File: src/rtl/simple_dma_pkg.sv
// shared constants for the two-channel simple dma engine
// assumes a single clock domain and register fields presented as plain ports
package simple_dma_pkg;

	// channel sequencer states, one-hot
	typedef enum logic [3:0] {
		ST_IDLE = 4'h1,
		ST_ADDR = 4'h2,
		ST_DATA = 4'h4,
		ST_RESP = 4'h8
	} dma_state_t;

	// memory-map bus encodings
	localparam logic [1:0] AXI_RESP_OKAY  = 2'h0;
	localparam logic [1:0] AXI_BURST_INCR = 2'h1;
	localparam logic [7:0] AXI_LEN_SINGLE = 8'h00;

	// reset values of status bits
	localparam logic HALTED_RESET = 1'h1;
	localparam logic IDLE_RESET   = 1'h1;

	// length field: 23 bits reach 8 MB per transfer
	localparam int unsigned LEN_W_DEFAULT  = 23;
	localparam int unsigned DATA_W_DEFAULT = 32;

	// in-memory descriptor layout, kept for a later scatter-gather engine
	localparam int unsigned DESC_BASE_WORDS  = 8;
	localparam int unsigned DESC_USER_WORDS  = 5;
	localparam int unsigned DESC_ALIGN_BYTES = 32'h40;
	localparam logic [7:0]  DESC_NEXT_OFS    = 8'h00;
	localparam logic [7:0]  DESC_BUFFER_OFS  = 8'h08;
	localparam logic [7:0]  DESC_CONTROL_OFS = 8'h18;
	localparam logic [7:0]  DESC_STATUS_OFS  = 8'h1C;
	localparam logic [7:0]  DESC_USER0_OFS   = 8'h20;
	localparam logic [7:0]  DESC_USER4_OFS   = 8'h30;
	localparam int unsigned DESC_NEXT_LSB    = 6;

endpackage : simple_dma_pkg

File: src/rtl/stream_skid_buffer.sv
// small shift-style buffer with valid and ready on both sides
// assumes the consumer may hold ready low for any number of cycles
`timescale 1ns/1ps
`default_nettype none

module stream_skid_buffer
	import simple_dma_pkg::*;
#(
	parameter int unsigned W     = 37,
	parameter int unsigned DEPTH = 2
) (
	// clock and reset
	input  wire logic         clock_i,
	input  wire logic         rst_b_i,
	// filling side
	input  wire logic         in_valid_i,
	input  wire logic [W-1:0] in_data_i,
	output logic              in_ready_o,
	// draining side
	output logic              out_valid_o,
	output logic [W-1:0]      out_data_o,
	input  wire logic         out_ready_i
);

	if (DEPTH < 2 || DEPTH > 8) begin : g_bad_depth
		$error("stream_skid_buffer depth must be 2 to 8");
	end

	typedef struct packed {
		logic [DEPTH-1:0][W-1:0] mem;
		logic [DEPTH-1:0]        vld;
	} skid_t;

	skid_t sq;
	skid_t sn;
	logic  placed;

	// head always sits in slot 0 so the output comes straight from a flop
	always_comb begin
		sn     = sq;
		placed = 1'b0;
		if (sq.vld[0] && out_ready_i) begin
			for (int i = 0; i < DEPTH - 1; i++) begin
				sn.mem[i] = sq.mem[i+1];
			end
			sn.vld = sq.vld >> 1;
		end
		if (in_valid_i && !sq.vld[DEPTH-1]) begin
			for (int i = 0; i < DEPTH; i++) begin
				if (!sn.vld[i] && !placed) begin
					sn.mem[i] = in_data_i;
					sn.vld[i] = 1'b1;
					placed    = 1'b1;
				end
			end
		end
	end

	always_ff @(posedge clock_i or negedge rst_b_i) begin
		if (!rst_b_i) begin
			sq <= '0;
		end else begin
			sq <= sn;
		end
	end

	// ready looks at the registered state only, so a stall costs no word
	assign in_ready_o  = !sq.vld[DEPTH-1];
	assign out_valid_o = sq.vld[0];
	assign out_data_o  = sq.mem[0];

endmodule // stream_skid_buffer

`default_nettype wire

File: src/rtl/simple_dma.sv
// two-channel simple dma: memory to stream and stream to memory
// assumes single-beat memory responses in order, tkeep packed from lane 0
`timescale 1ns/1ps
`default_nettype none

module simple_dma
	import simple_dma_pkg::*;
#(
	parameter int unsigned DATA_W                   = DATA_W_DEFAULT,
	parameter int unsigned LEN_W                    = LEN_W_DEFAULT,
	parameter bit          scatter_gather_present   = 1'b0,
	parameter bit          side_streams_present     = 1'b0,
	parameter bit          transmit_realign_present = 1'b0,
	parameter bit          receive_realign_present  = 1'b0
) (
	// clock and reset
	input  wire logic                clock_i,
	input  wire logic                rst_b_i,
	// transmit channel control
	input  wire logic                tx_run_stop_i,
	input  wire logic                tx_completion_irq_enable_i,
	input  wire logic                tx_error_irq_enable_i,
	input  wire logic                tx_flag_clear_i,
	input  wire logic [31:0]         source_address_i,
	input  wire logic [LEN_W-1:0]    transmit_length_i,
	input  wire logic                transmit_length_wr_i,
	// transmit channel status
	output logic                     tx_halted_o,
	output logic                     tx_idle_o,
	output logic                     tx_completion_irq_flag_o,
	output logic                     tx_error_flag_o,
	output logic                     tx_irq_o,
	// memory read master
	output logic [31:0]              m_axi_araddr_o,
	output logic [7:0]               m_axi_arlen_o,
	output logic [2:0]               m_axi_arsize_o,
	output logic [1:0]               m_axi_arburst_o,
	output logic                     m_axi_arvalid_o,
	input  wire logic                m_axi_arready_i,
	input  wire logic [DATA_W-1:0]   m_axi_rdata_i,
	input  wire logic [1:0]          m_axi_rresp_i,
	input  wire logic                m_axi_rvalid_i,
	output logic                     m_axi_rready_o,
	// output stream
	output logic [DATA_W-1:0]        m_axis_tdata_o,
	output logic [DATA_W/8-1:0]      m_axis_tkeep_o,
	output logic                     m_axis_tlast_o,
	output logic                     m_axis_tvalid_o,
	input  wire logic                m_axis_tready_i,
	// receive channel control
	input  wire logic                rx_run_stop_i,
	input  wire logic                rx_completion_irq_enable_i,
	input  wire logic                rx_error_irq_enable_i,
	input  wire logic                rx_flag_clear_i,
	input  wire logic [31:0]         destination_address_i,
	input  wire logic [LEN_W-1:0]    receive_length_i,
	input  wire logic                receive_length_wr_i,
	// receive channel status
	output logic                     rx_halted_o,
	output logic                     rx_idle_o,
	output logic                     rx_completion_irq_flag_o,
	output logic                     rx_error_flag_o,
	output logic                     rx_irq_o,
	output logic [LEN_W-1:0]         rx_received_bytes_o,
	// memory write master
	output logic [31:0]              m_axi_awaddr_o,
	output logic [7:0]               m_axi_awlen_o,
	output logic [2:0]               m_axi_awsize_o,
	output logic [1:0]               m_axi_awburst_o,
	output logic                     m_axi_awvalid_o,
	input  wire logic                m_axi_awready_i,
	output logic [DATA_W-1:0]        m_axi_wdata_o,
	output logic [DATA_W/8-1:0]      m_axi_wstrb_o,
	output logic                     m_axi_wlast_o,
	output logic                     m_axi_wvalid_o,
	input  wire logic                m_axi_wready_i,
	input  wire logic [1:0]          m_axi_bresp_i,
	input  wire logic                m_axi_bvalid_i,
	output logic                     m_axi_bready_o,
	// input stream
	input  wire logic [DATA_W-1:0]   s_axis_tdata_i,
	input  wire logic [DATA_W/8-1:0] s_axis_tkeep_i,
	input  wire logic                s_axis_tlast_i,
	input  wire logic                s_axis_tvalid_i,
	output logic                     s_axis_tready_o
);

	localparam int unsigned NB = DATA_W / 8;
	localparam int unsigned OW = $clog2(NB);
	localparam int unsigned CW = $clog2(2 * NB) + 1;
	localparam int unsigned BW = DATA_W + NB + 1;

	// realignment is only offered below 128-bit streams; simple mode only
	if ((DATA_W != 32 && DATA_W != 64) || LEN_W < 8 || LEN_W > 26
		|| scatter_gather_present || side_streams_present) begin : g_bad_cfg
		$error("simple_dma supports 32 or 64 bit data in simple mode only");
	end

	// byte-count helpers shared by both channels
	function automatic logic [DATA_W-1:0] byte_mask(input logic [CW-1:0] n);
		logic [DATA_W-1:0] m;
		m = '0;
		for (int i = 0; i < NB; i++) begin
			if (CW'(i) < n) m[i*8 +: 8] = 8'hFF;
		end
		return m;
	endfunction

	function automatic logic [NB-1:0] lane_mask(input logic [CW-1:0] lo, input logic [CW-1:0] hi);
		logic [NB-1:0] m;
		m = '0;
		for (int i = 0; i < NB; i++) begin
			m[i] = (CW'(i) >= lo) && (CW'(i) < hi);
		end
		return m;
	endfunction

	function automatic logic [CW-1:0] keep_count(input logic [NB-1:0] keep);
		logic [CW-1:0] c;
		c = '0;
		for (int i = 0; i < NB; i++) begin
			c = c + CW'(keep[i]);
		end
		return c;
	endfunction

	typedef struct packed {
		dma_state_t          state;
		logic [31:0]         addr;
		logic                first;
		logic [OW-1:0]       off;
		logic [LEN_W-1:0]    rd_rem;
		logic [LEN_W-1:0]    out_rem;
		logic [2*DATA_W-1:0] acc;
		logic [CW-1:0]       cnt;
		logic                arvalid;
		logic                rready;
		logic                done;
		logic                err;
		logic                irq;
		logic                halted;
		logic                idle;
	} tx_t;

	typedef struct packed {
		dma_state_t          state;
		logic [31:0]         addr;
		logic [31:0]         awaddr;
		logic [OW-1:0]       lo;
		logic [2*DATA_W-1:0] acc;
		logic [CW-1:0]       cnt;
		logic                got_last;
		logic [LEN_W-1:0]    rcvd;
		logic                awvalid;
		logic                wvalid;
		logic [DATA_W-1:0]   wdata;
		logic [NB-1:0]       wstrb;
		logic                bready;
		logic                tready;
		logic                done;
		logic                err;
		logic                irq;
		logic                halted;
		logic                idle;
	} rx_t;

	tx_t           tq, tn;
	rx_t           rq, rn;
	logic          tx_start, tx_set, tx_err, t_push, t_last, buf_ready;
	logic [CW-1:0] t_emit_n, t_avail, t_take;
	logic [OW-1:0] t_skip;
	logic [DATA_W-1:0] t_word, r_data;
	logic          rx_start, rx_set, rx_err, r_check;
	logic [CW-1:0] r_k, r_e;

	// start decode: zero length or stopped channel leaves the channel idle
	assign tx_start = (tq.state == ST_IDLE) && transmit_length_wr_i
		&& (transmit_length_i != '0) && tx_run_stop_i;
	assign rx_start = (rq.state == ST_IDLE) && receive_length_wr_i
		&& (receive_length_i != '0) && rx_run_stop_i;

	// transmit: one outstanding single-beat read, byte accumulator feeds the buffer
	always_comb begin
		tn       = tq;
		tx_set   = 1'b0;
		tx_err   = 1'b0;
		t_emit_n = (tq.cnt >= CW'(NB)) ? CW'(NB) : tq.cnt;
		t_push   = (tq.cnt >= CW'(NB)) || (tq.rd_rem == '0 && tq.cnt != '0);
		t_last   = (tq.out_rem == LEN_W'(t_emit_n));
		if (t_push && buf_ready) begin
			tn.acc     = tq.acc >> DATA_W;
			tn.cnt     = tq.cnt - t_emit_n;
			tn.out_rem = tq.out_rem - LEN_W'(t_emit_n);
		end
		t_skip  = tq.first ? tq.off : '0;
		t_avail = CW'(NB) - CW'(t_skip);
		t_take  = (tq.rd_rem < LEN_W'(t_avail)) ? CW'(tq.rd_rem) : t_avail;
		t_word  = (m_axi_rdata_i >> {t_skip, 3'h0}) & byte_mask(t_take);
		case (tq.state)
			ST_IDLE: begin
				if (tx_start) begin
					tn.state   = ST_ADDR;
					tn.addr    = {source_address_i[31:OW], {OW{1'b0}}};
					tn.off     = transmit_realign_present ? source_address_i[OW-1:0] : '0;
					tn.first   = 1'b1;
					tn.rd_rem  = transmit_length_i;
					tn.out_rem = transmit_length_i;
					tn.acc     = '0;
					tn.cnt     = '0;
					tn.arvalid = 1'b1;
				end
			end
			ST_ADDR: begin
				if (m_axi_arready_i) begin
					tn.arvalid = 1'b0;
					tn.state   = ST_DATA;
					tn.rready  = (tn.cnt <= CW'(NB));
				end
			end
			ST_DATA: begin
				if (m_axi_rvalid_i && tq.rready) begin
					tn.acc    = tn.acc | ({{DATA_W{1'b0}}, t_word} << {tn.cnt, 3'h0});
					tn.cnt    = tn.cnt + t_take;
					tn.rd_rem = tq.rd_rem - LEN_W'(t_take);
					tn.first  = 1'b0;
					tn.addr   = tq.addr + 32'(NB);
					tn.rready = 1'b0;
					tx_err    = (m_axi_rresp_i != AXI_RESP_OKAY);
					if (tn.rd_rem != '0) begin
						tn.state   = ST_ADDR;
						tn.arvalid = 1'b1;
					end else begin
						tn.state = ST_RESP;
					end
				end else begin
					// room for a whole word must exist before the beat is taken
					tn.rready = (tn.cnt <= CW'(NB));
				end
			end
			ST_RESP: begin
				// done once the last byte sits in the buffer
				if (tn.out_rem == '0) begin
					tn.state = ST_IDLE;
					tx_set   = 1'b1;
				end
			end
			default: tn.state = ST_IDLE;
		endcase
		tn.done   = tx_set | (tq.done & ~tx_flag_clear_i);
		tn.err    = tx_err | (tq.err & ~tx_flag_clear_i);
		tn.irq    = (tn.done & tx_completion_irq_enable_i)
			| (tn.err & tx_error_irq_enable_i);
		tn.halted = !tx_run_stop_i && (tn.state == ST_IDLE);
		tn.idle   = (tn.state == ST_IDLE);
	end

	// receive: collect stream bytes, write strobed words at the lane offset
	always_comb begin
		rn      = rq;
		rx_set  = 1'b0;
		rx_err  = 1'b0;
		r_check = 1'b0;
		r_k     = keep_count(s_axis_tkeep_i);
		r_data  = s_axis_tdata_i & byte_mask(r_k);
		r_e     = '0;
		case (rq.state)
			ST_IDLE: begin
				if (rx_start) begin
					rn.state    = ST_DATA;
					rn.addr     = {destination_address_i[31:OW], {OW{1'b0}}};
					rn.lo       = receive_realign_present ? destination_address_i[OW-1:0] : '0;
					rn.cnt      = CW'(rn.lo);
					rn.acc      = '0;
					rn.got_last = 1'b0;
					rn.rcvd     = '0;
					rn.tready   = 1'b1;
				end
			end
			ST_DATA: begin
				if (s_axis_tvalid_i && rq.tready) begin
					rn.acc      = rq.acc | ({{DATA_W{1'b0}}, r_data} << {rq.cnt, 3'h0});
					rn.cnt      = rq.cnt + r_k;
					rn.rcvd     = rq.rcvd + LEN_W'(r_k);
					rn.got_last = s_axis_tlast_i;
					r_check     = 1'b1;
				end
			end
			ST_ADDR: begin
				if (m_axi_awready_i) rn.awvalid = 1'b0;
				if (m_axi_wready_i) rn.wvalid = 1'b0;
				if (!rn.awvalid && !rn.wvalid) begin
					rn.state  = ST_RESP;
					rn.bready = 1'b1;
				end
			end
			ST_RESP: begin
				if (m_axi_bvalid_i) begin
					rn.bready = 1'b0;
					rx_err    = (m_axi_bresp_i != AXI_RESP_OKAY);
					r_check   = 1'b1;
				end
			end
			default: rn.state = ST_IDLE;
		endcase
		// one write per full word, or the tail once the packet has ended
		if (r_check) begin
			if (rn.cnt >= CW'(NB) || (rn.got_last && rn.cnt > CW'(rn.lo))) begin
				r_e        = (rn.cnt >= CW'(NB)) ? CW'(NB) : rn.cnt;
				rn.state   = ST_ADDR;
				rn.awvalid = 1'b1;
				rn.wvalid  = 1'b1;
				rn.wdata   = rn.acc[DATA_W-1:0];
				rn.wstrb   = lane_mask(CW'(rn.lo), r_e);
				rn.acc     = rn.acc >> DATA_W;
				rn.cnt     = rn.cnt - r_e;
				rn.lo      = '0;
				rn.awaddr  = rq.addr;                           // held while awvalid
				rn.addr    = rq.addr + 32'(NB);
				rn.tready  = 1'b0;
			end else if (rn.got_last) begin
				rn.state  = ST_IDLE;
				rn.tready = 1'b0;
				rx_set    = 1'b1;
			end else begin
				rn.state  = ST_DATA;
				rn.tready = 1'b1;
			end
		end
		rn.done   = rx_set | (rq.done & ~rx_flag_clear_i);
		rn.err    = rx_err | (rq.err & ~rx_flag_clear_i);
		rn.irq    = (rn.done & rx_completion_irq_enable_i)
			| (rn.err & rx_error_irq_enable_i);
		rn.halted = !rx_run_stop_i && (rn.state == ST_IDLE);
		rn.idle   = (rn.state == ST_IDLE);
	end

	// channel state registers
	always_ff @(posedge clock_i or negedge rst_b_i) begin
		if (!rst_b_i) begin
			tq        <= '0;
			tq.state  <= ST_IDLE;
			tq.halted <= HALTED_RESET;
			tq.idle   <= IDLE_RESET;
			rq        <= '0;
			rq.state  <= ST_IDLE;
			rq.halted <= HALTED_RESET;
			rq.idle   <= IDLE_RESET;
		end else begin
			tq <= tn;
			rq <= rn;
		end
	end

	// two-entry buffer absorbs a stalled stream receiver
	stream_skid_buffer #(.W(BW), .DEPTH(2)) u_tx_buffer (
		.clock_i     (clock_i),
		.rst_b_i     (rst_b_i),
		.in_valid_i  (t_push),
		.in_data_i   ({t_last, lane_mask('0, t_emit_n), tq.acc[DATA_W-1:0]}),
		.in_ready_o  (buf_ready),
		.out_valid_o (m_axis_tvalid_o),
		.out_data_o  ({m_axis_tlast_o, m_axis_tkeep_o, m_axis_tdata_o}),
		.out_ready_i (m_axis_tready_i)
	);

	// register-driven outputs and fixed single-beat burst shape
	assign m_axi_araddr_o  = tq.addr;
	assign m_axi_arvalid_o = tq.arvalid;
	assign m_axi_rready_o  = tq.rready;
	assign m_axi_arlen_o   = AXI_LEN_SINGLE;
	assign m_axi_arsize_o  = 3'(OW);
	assign m_axi_arburst_o = AXI_BURST_INCR;
	assign m_axi_awaddr_o  = rq.awaddr;
	assign m_axi_awvalid_o = rq.awvalid;
	assign m_axi_wdata_o   = rq.wdata;
	assign m_axi_wstrb_o   = rq.wstrb;
	assign m_axi_wvalid_o  = rq.wvalid;
	assign m_axi_wlast_o   = 1'b1;
	assign m_axi_bready_o  = rq.bready;
	assign m_axi_awlen_o   = AXI_LEN_SINGLE;
	assign m_axi_awsize_o  = 3'(OW);
	assign m_axi_awburst_o = AXI_BURST_INCR;
	assign s_axis_tready_o = rq.tready;
	assign tx_halted_o              = tq.halted;
	assign tx_idle_o                = tq.idle;
	assign tx_completion_irq_flag_o = tq.done;
	assign tx_error_flag_o          = tq.err;
	assign tx_irq_o                 = tq.irq;
	assign rx_halted_o              = rq.halted;
	assign rx_idle_o                = rq.idle;
	assign rx_completion_irq_flag_o = rq.done;
	assign rx_error_flag_o          = rq.err;
	assign rx_irq_o                 = rq.irq;
	assign rx_received_bytes_o      = rq.rcvd;

	// helper for the byte-total check on the output stream
	logic [LEN_W-1:0] chk_sent_q, chk_len_q;
	always_ff @(posedge clock_i or negedge rst_b_i) begin
		if (!rst_b_i) begin
			chk_sent_q <= '0;
			chk_len_q  <= '0;
		end else if (tx_start) begin
			chk_sent_q <= '0;
			chk_len_q  <= transmit_length_i;
		end else if (m_axis_tvalid_o && m_axis_tready_i) begin
			chk_sent_q <= chk_sent_q + LEN_W'(keep_count(m_axis_tkeep_o));
		end
	end

	AST_TX_ZERO_LEN: assert property (@(posedge clock_i) disable iff (!rst_b_i)
		(tq.state == ST_IDLE && transmit_length_wr_i && transmit_length_i == '0)
		|=> (tx_idle_o && !m_axi_arvalid_o)) else $error("zero length started a read");
	AST_TX_START: assert property (@(posedge clock_i) disable iff (!rst_b_i)
		tx_start |=> (!tx_idle_o && m_axi_arvalid_o)) else $error("transmit did not start");
	AST_TX_STOPPED: assert property (@(posedge clock_i) disable iff (!rst_b_i)
		(tq.state == ST_IDLE && !tx_run_stop_i && transmit_length_wr_i)
		|=> (tx_idle_o && !m_axi_arvalid_o)) else $error("stopped channel started");
	AST_TX_RUN: assert property (@(posedge clock_i) disable iff (!rst_b_i)
		tx_run_stop_i |=> !tx_halted_o) else $error("halted while running");
	AST_TX_IRQ: assert property (@(posedge clock_i) disable iff (!rst_b_i)
		($rose(tx_completion_irq_flag_o) && $past(tx_completion_irq_enable_i)) |-> tx_irq_o)
		else $error("completion did not raise interrupt");
	AST_TX_SET_WINS: assert property (@(posedge clock_i) disable iff (!rst_b_i)
		(tx_set && tx_flag_clear_i) |=> tx_completion_irq_flag_o) else $error("completion lost");
	AST_TX_BYTES: assert property (@(posedge clock_i) disable iff (!rst_b_i)
		(m_axis_tvalid_o && m_axis_tready_i && m_axis_tlast_o)
		|-> (chk_sent_q + LEN_W'(keep_count(m_axis_tkeep_o)) == chk_len_q))
		else $error("stream byte total differs from length");
	AST_ADDR_ALIGN: assert property (@(posedge clock_i) disable iff (!rst_b_i)
		(m_axi_arvalid_o || m_axi_awvalid_o)
		|-> (m_axi_araddr_o[OW-1:0] == '0 && m_axi_awaddr_o[OW-1:0] == '0))
		else $error("memory address not word aligned");
	AST_RX_NO_REALIGN: assert property (@(posedge clock_i) disable iff (!rst_b_i)
		(!receive_realign_present && m_axi_wvalid_o) |-> m_axi_wstrb_o[0])
		else $error("strobe offset without realignment");
	AST_RX_START: assert property (@(posedge clock_i) disable iff (!rst_b_i)
		rx_start |=> (s_axis_tready_o && !rx_idle_o && rx_received_bytes_o == '0))
		else $error("receive did not start");
	AST_RX_IDLE_STALL: assert property (@(posedge clock_i) disable iff (!rst_b_i)
		rx_idle_o |-> !s_axis_tready_o) else $error("idle receiver took stream data");

endmodule // simple_dma

`default_nettype wire

File: config.mk
export PLATFORM = sky130hd
export DESIGN_NAME = simple_dma
export DESIGN_NICKNAME = d
export VERILOG_FILES = /design/src/rtl/simple_dma_pkg.sv /design/src/rtl/stream_skid_buffer.sv /design/src/rtl/simple_dma.sv
export SDC_FILE = /design/constraint.sdc
export NUM_CORES = 1
export LEC_CHECK = 0
export BUFFER_PORTS_ARGS = -buffer_cell sky130_fd_sc_hd__buf_2
export CORE_ASPECT_RATIO = 0.8
export CORE_MARGIN = 2
export CORE_UTILIZATION = 35
export DETAILED_ROUTE_END_ITERATION = 8
export PLACE_DENSITY_LB_ADDON = 0.2
export SYNTH_ARGS = -nofsm -noshare
export SYNTH_HDL_FRONTEND = slang
export SYNTH_HIERARCHICAL = 1
export SYNTH_SLANG_ARGS = --single-unit
File: constraint.sdc
create_clock -name clock_i -period 4.55 [get_ports clock_i]
set_input_delay 0.91 -clock clock_i [delete_from_list [all_inputs] [get_ports clock_i]]
set_output_delay 0.91 -clock clock_i [all_outputs]
set_load 0.005 [all_outputs]
==> results.toml <==
[status]
outcome = "completed"

[floorplan]
die_y_um = 241
dieArea_mm2 = 0.0725
num_io_pins = 406
die_w_um = 300
core_area_mm2 = 0.0692
start_util_pct = 35.6
core.rowCount = 86

[detailed_routing]
vias_per_cell = 5.54
ant_nets = 0
routed_wl_mm = 79.3
dr.pass1.iters = 7
drt_iter0_drc = 1852
wire_per_inst_um = 20.4
vias = 21500
route.detailed.drc = 0

[yosys]
synth_seq_area_share_pct = 44.6
synth_area_mm2 = 0.0246
synthDistinctLibCells = 85
synth_cells = 2724
avgSynthCellArea_um2 = 9.03
synth_flop_cell = "dfrtp_1"
ys_ff_latch = 438
synth_edf_count = 0
ys_warn_count = 6
async_reset_ff_share_pct = 100

[final_layout]
nets = 3138
synthToLayoutAreaGrowth_pct = 14.6
layout.cells.non_filler = 3877
final_cell_area_mm2 = 0.0282
drive_gt1_share_pct = 23.8

[sta]
slew_headroom_pct = 32.7
hold_viol = 0
rsz0062_at_grt = "no"
final.setup.worst_slack_ps = 446
finClkSkew_ps = 29.1
worst_pin_slew_ps = 1000
setup_viol = 0
slew_viol_final = 0
fmax_ghz = 0.244
post-route-period-util_pct = 90.2
post-route-min-period_ps = 4100

[pwr]
p_per_area_mw_per_mm2 = 382
p_leak_uw = 0.0135
power_uw = 10800
peakVddDrop_mv = 0.251

[hold_path]
min_path_type = "in2async"

[setup_path]
reg2reg_from = "tq[103]$_DFFE_PN0P_"
cp_slowest_cell = "or4_4"
crit_type = "reg2reg"
max_stage_delay_ps = 680
critPathRequiredTime_ps = 5060
reg2reg_to = "tx_halted_o$_DFF_PN1_"
crit_chain = "or4_1 > or4_4 > o31a_2 > o41ai_1 > nand4_1 > nor4_2 > buf_4 > nand4_2 > a21oi_2"
reg2reg_slack_ps = 450
cp-start-kind = "flip-flop"
path_buf_inv = 1
endpoint_kind = "flip-flop"
critPathTopFamily = "simple AND/OR/NAND/NOR gates"
path_max_fanout = 10
critPathArrivalTime_ps = 4620
reg2regPathDepth = 9

[cts]
post_cts_buffers = 0
cts_tree = "yes"
cts_buffers = 50
clk_pin_slew_ps = 70
clk_latency_ps = 610
ctsResizeCount = 0
h-tree-depth = 2
clock-sinks = 438
cts_buffer_depth = 3
clock-root-buffer = "clkbuf_16"
cts_hold_buf = 0

[placed_design]
dpl-instance-area_mm2 = 0.0265
place_hpwl_mm = 56.8
place_congestion = 0.894
portBuffers = 372
dp_cells = 3781
place_ws_ps = -18.2

[global_route]
use_met1_pct = 31.6
gr-usage-met3_pct = 2.96
top_usage_layer = "met2"
grt_pass1_wl_mm = 122
overflow = 0
grt_pass1_vias = 20500
met2_usage_pct = 32.0
grt_max_degree = 107
groute.usage.overall_pct = 21.2
antenna_found_initial = 6

[job]
cap_violations = 0
## cell usage after synthesis (20+ instances only)
cell / count / area, um^2
nor2_1: 238 / 893
nand3_1: 94 / 470
buf_2: 25 / 125
a21oi_1: 115 / 576
buf_4: 193 / 1450
o22ai_1: 52 / 325
mux2_2: 93 / 1050
ha_1: 22 / 275
nor3_1: 56 / 280
o31ai_1: 20 / 150
dfrtp_1: 432 / 10800
xor2_1: 21 / 184
mux2i_1: 52 / 521
a22oi_1: 30 / 225
a31oi_1: 56 / 350
buf_1: 21 / 78.8
or3_1: 26 / 163
clkbuf_1: 114 / 428
nor4_1: 28 / 175
a32oi_1: 27 / 236
nand4_1: 27 / 169
inv_1: 42 / 158
nand2_1: 379 / 1420
o21ai_0: 245 / 1230
and3_1: 24 / 150
## cell type report
class | count | area (um^2)
fillers | 6915 | 41000
multi-input cells | 1913 | 11600
flip-flops and latches | 438 | 11000
repair buffers | 462 | 2670
clock buffers | 73 | 1450
well taps | 924 | 1160
clock inverters | 17 | 213
inverters | 44 | 165
diodes | 6 | 15.0
## flip-flops by register name (all words and copies together) (netlist names), 4 cells and up
| register | cells |
|---|---|
| m_axi_awaddr_o | 32 |
| rx_received_bytes_o | 23 |
| m_axi_wstrb_o | 4 |
| u_tx_buffer/out_data_o | 37 |
| rq | 107 |
| u_tx_buffer/sq | 38 |
| m_axi_araddr_o | 30 |
| tq | 118 |
| m_axi_wdata_o | 32 |
## layer usage
metal | wire, um | part of all wire [%] | vias to the layer above
li1 | - | - | 9925
met1 | 37700 | 48 | 10700
met2 | 35300 | 45 | 729
met3 | 4390 | 5.5 | 120
met4 | 1850 | 2.3 | 0
met5 | 0 | 0 | -
## layout by cell type, fill, tap and decap left out, types with 22 or more instances in the layout
cell	n
a21oi_1	114
a22oi_1	30
a31oi_1	56
a32oi_1	27
and3_1	24
buf_2	371
buf_4	80
clkbuf_16	50
conb_1	32
dfrtp_1	432
ha_1	22
inv_1	42
mux2_2	93
mux2i_1	51
nand2_1	378
nand3_1	94
nand4_1	27
nor2_1	236
nor3_1	55
nor4_1	28
o21ai_0	245
o22ai_1	52
or3_1	26
## how the worst max path moves through the flow
stage,slack [ps],cells past startpoint,to,startpoint
finish,450,9,tx_halted_o$_DFF_PN1_,tq[103]$_DFFE_PN0P_
global route,270,9,tx_halted_o$_DFF_PN1_,tq[103]$_DFFE_PN0P_
CTS,520,9,tx_halted_o$_DFF_PN1_,tq[103]$_DFFE_PN0P_
detailed placement,-20,17,rq[185]$_DFF_PN0_,s_axis_tkeep_i[0]
global placement,-7,17,rq[187]$_DFF_PN0_,s_axis_tkeep_i[0]
floorplan,30,17,rq[177]$_DFF_PN0_,s_axis_tkeep_i[0]
## metrics by stage
step / hold slack [ps] / setup TNS, ps / utilization (%)
after floorplan: 437 / 0 / -
after global placement: 450 / -12.4 / 38.3
after detailed placement: 454 / -18.2 / 38.3
after CTS: 286 / 0 / 40.7
after global routing: 303 / 0 / 40.8
final: 284 / 0 / 40.8
## power by group
part	switching (uW)	total, uW	internal, uW
clock	1740	4120	2390
combinational	1210	1960	749
sequential	434	4700	4260
## logic make-up (layout without fill, tap and decap cells)
logic type,Yosys count,count (layout),share of synthesized area [%]
AO/OA/AOI/OAI,682,682,17.3
XOR/XNOR,35,35,1.25
adder cells (fa/ha/maj),27,27,1.53
buffers and inverters,403,596,9.40
flip-flops,438,438,44.6
multiplexers,172,172,7.90
other,2,38,0.0305
AND/OR/NAND/NOR,965,965,18.0
Note: power is estimated with default switching activity, not from simulation.
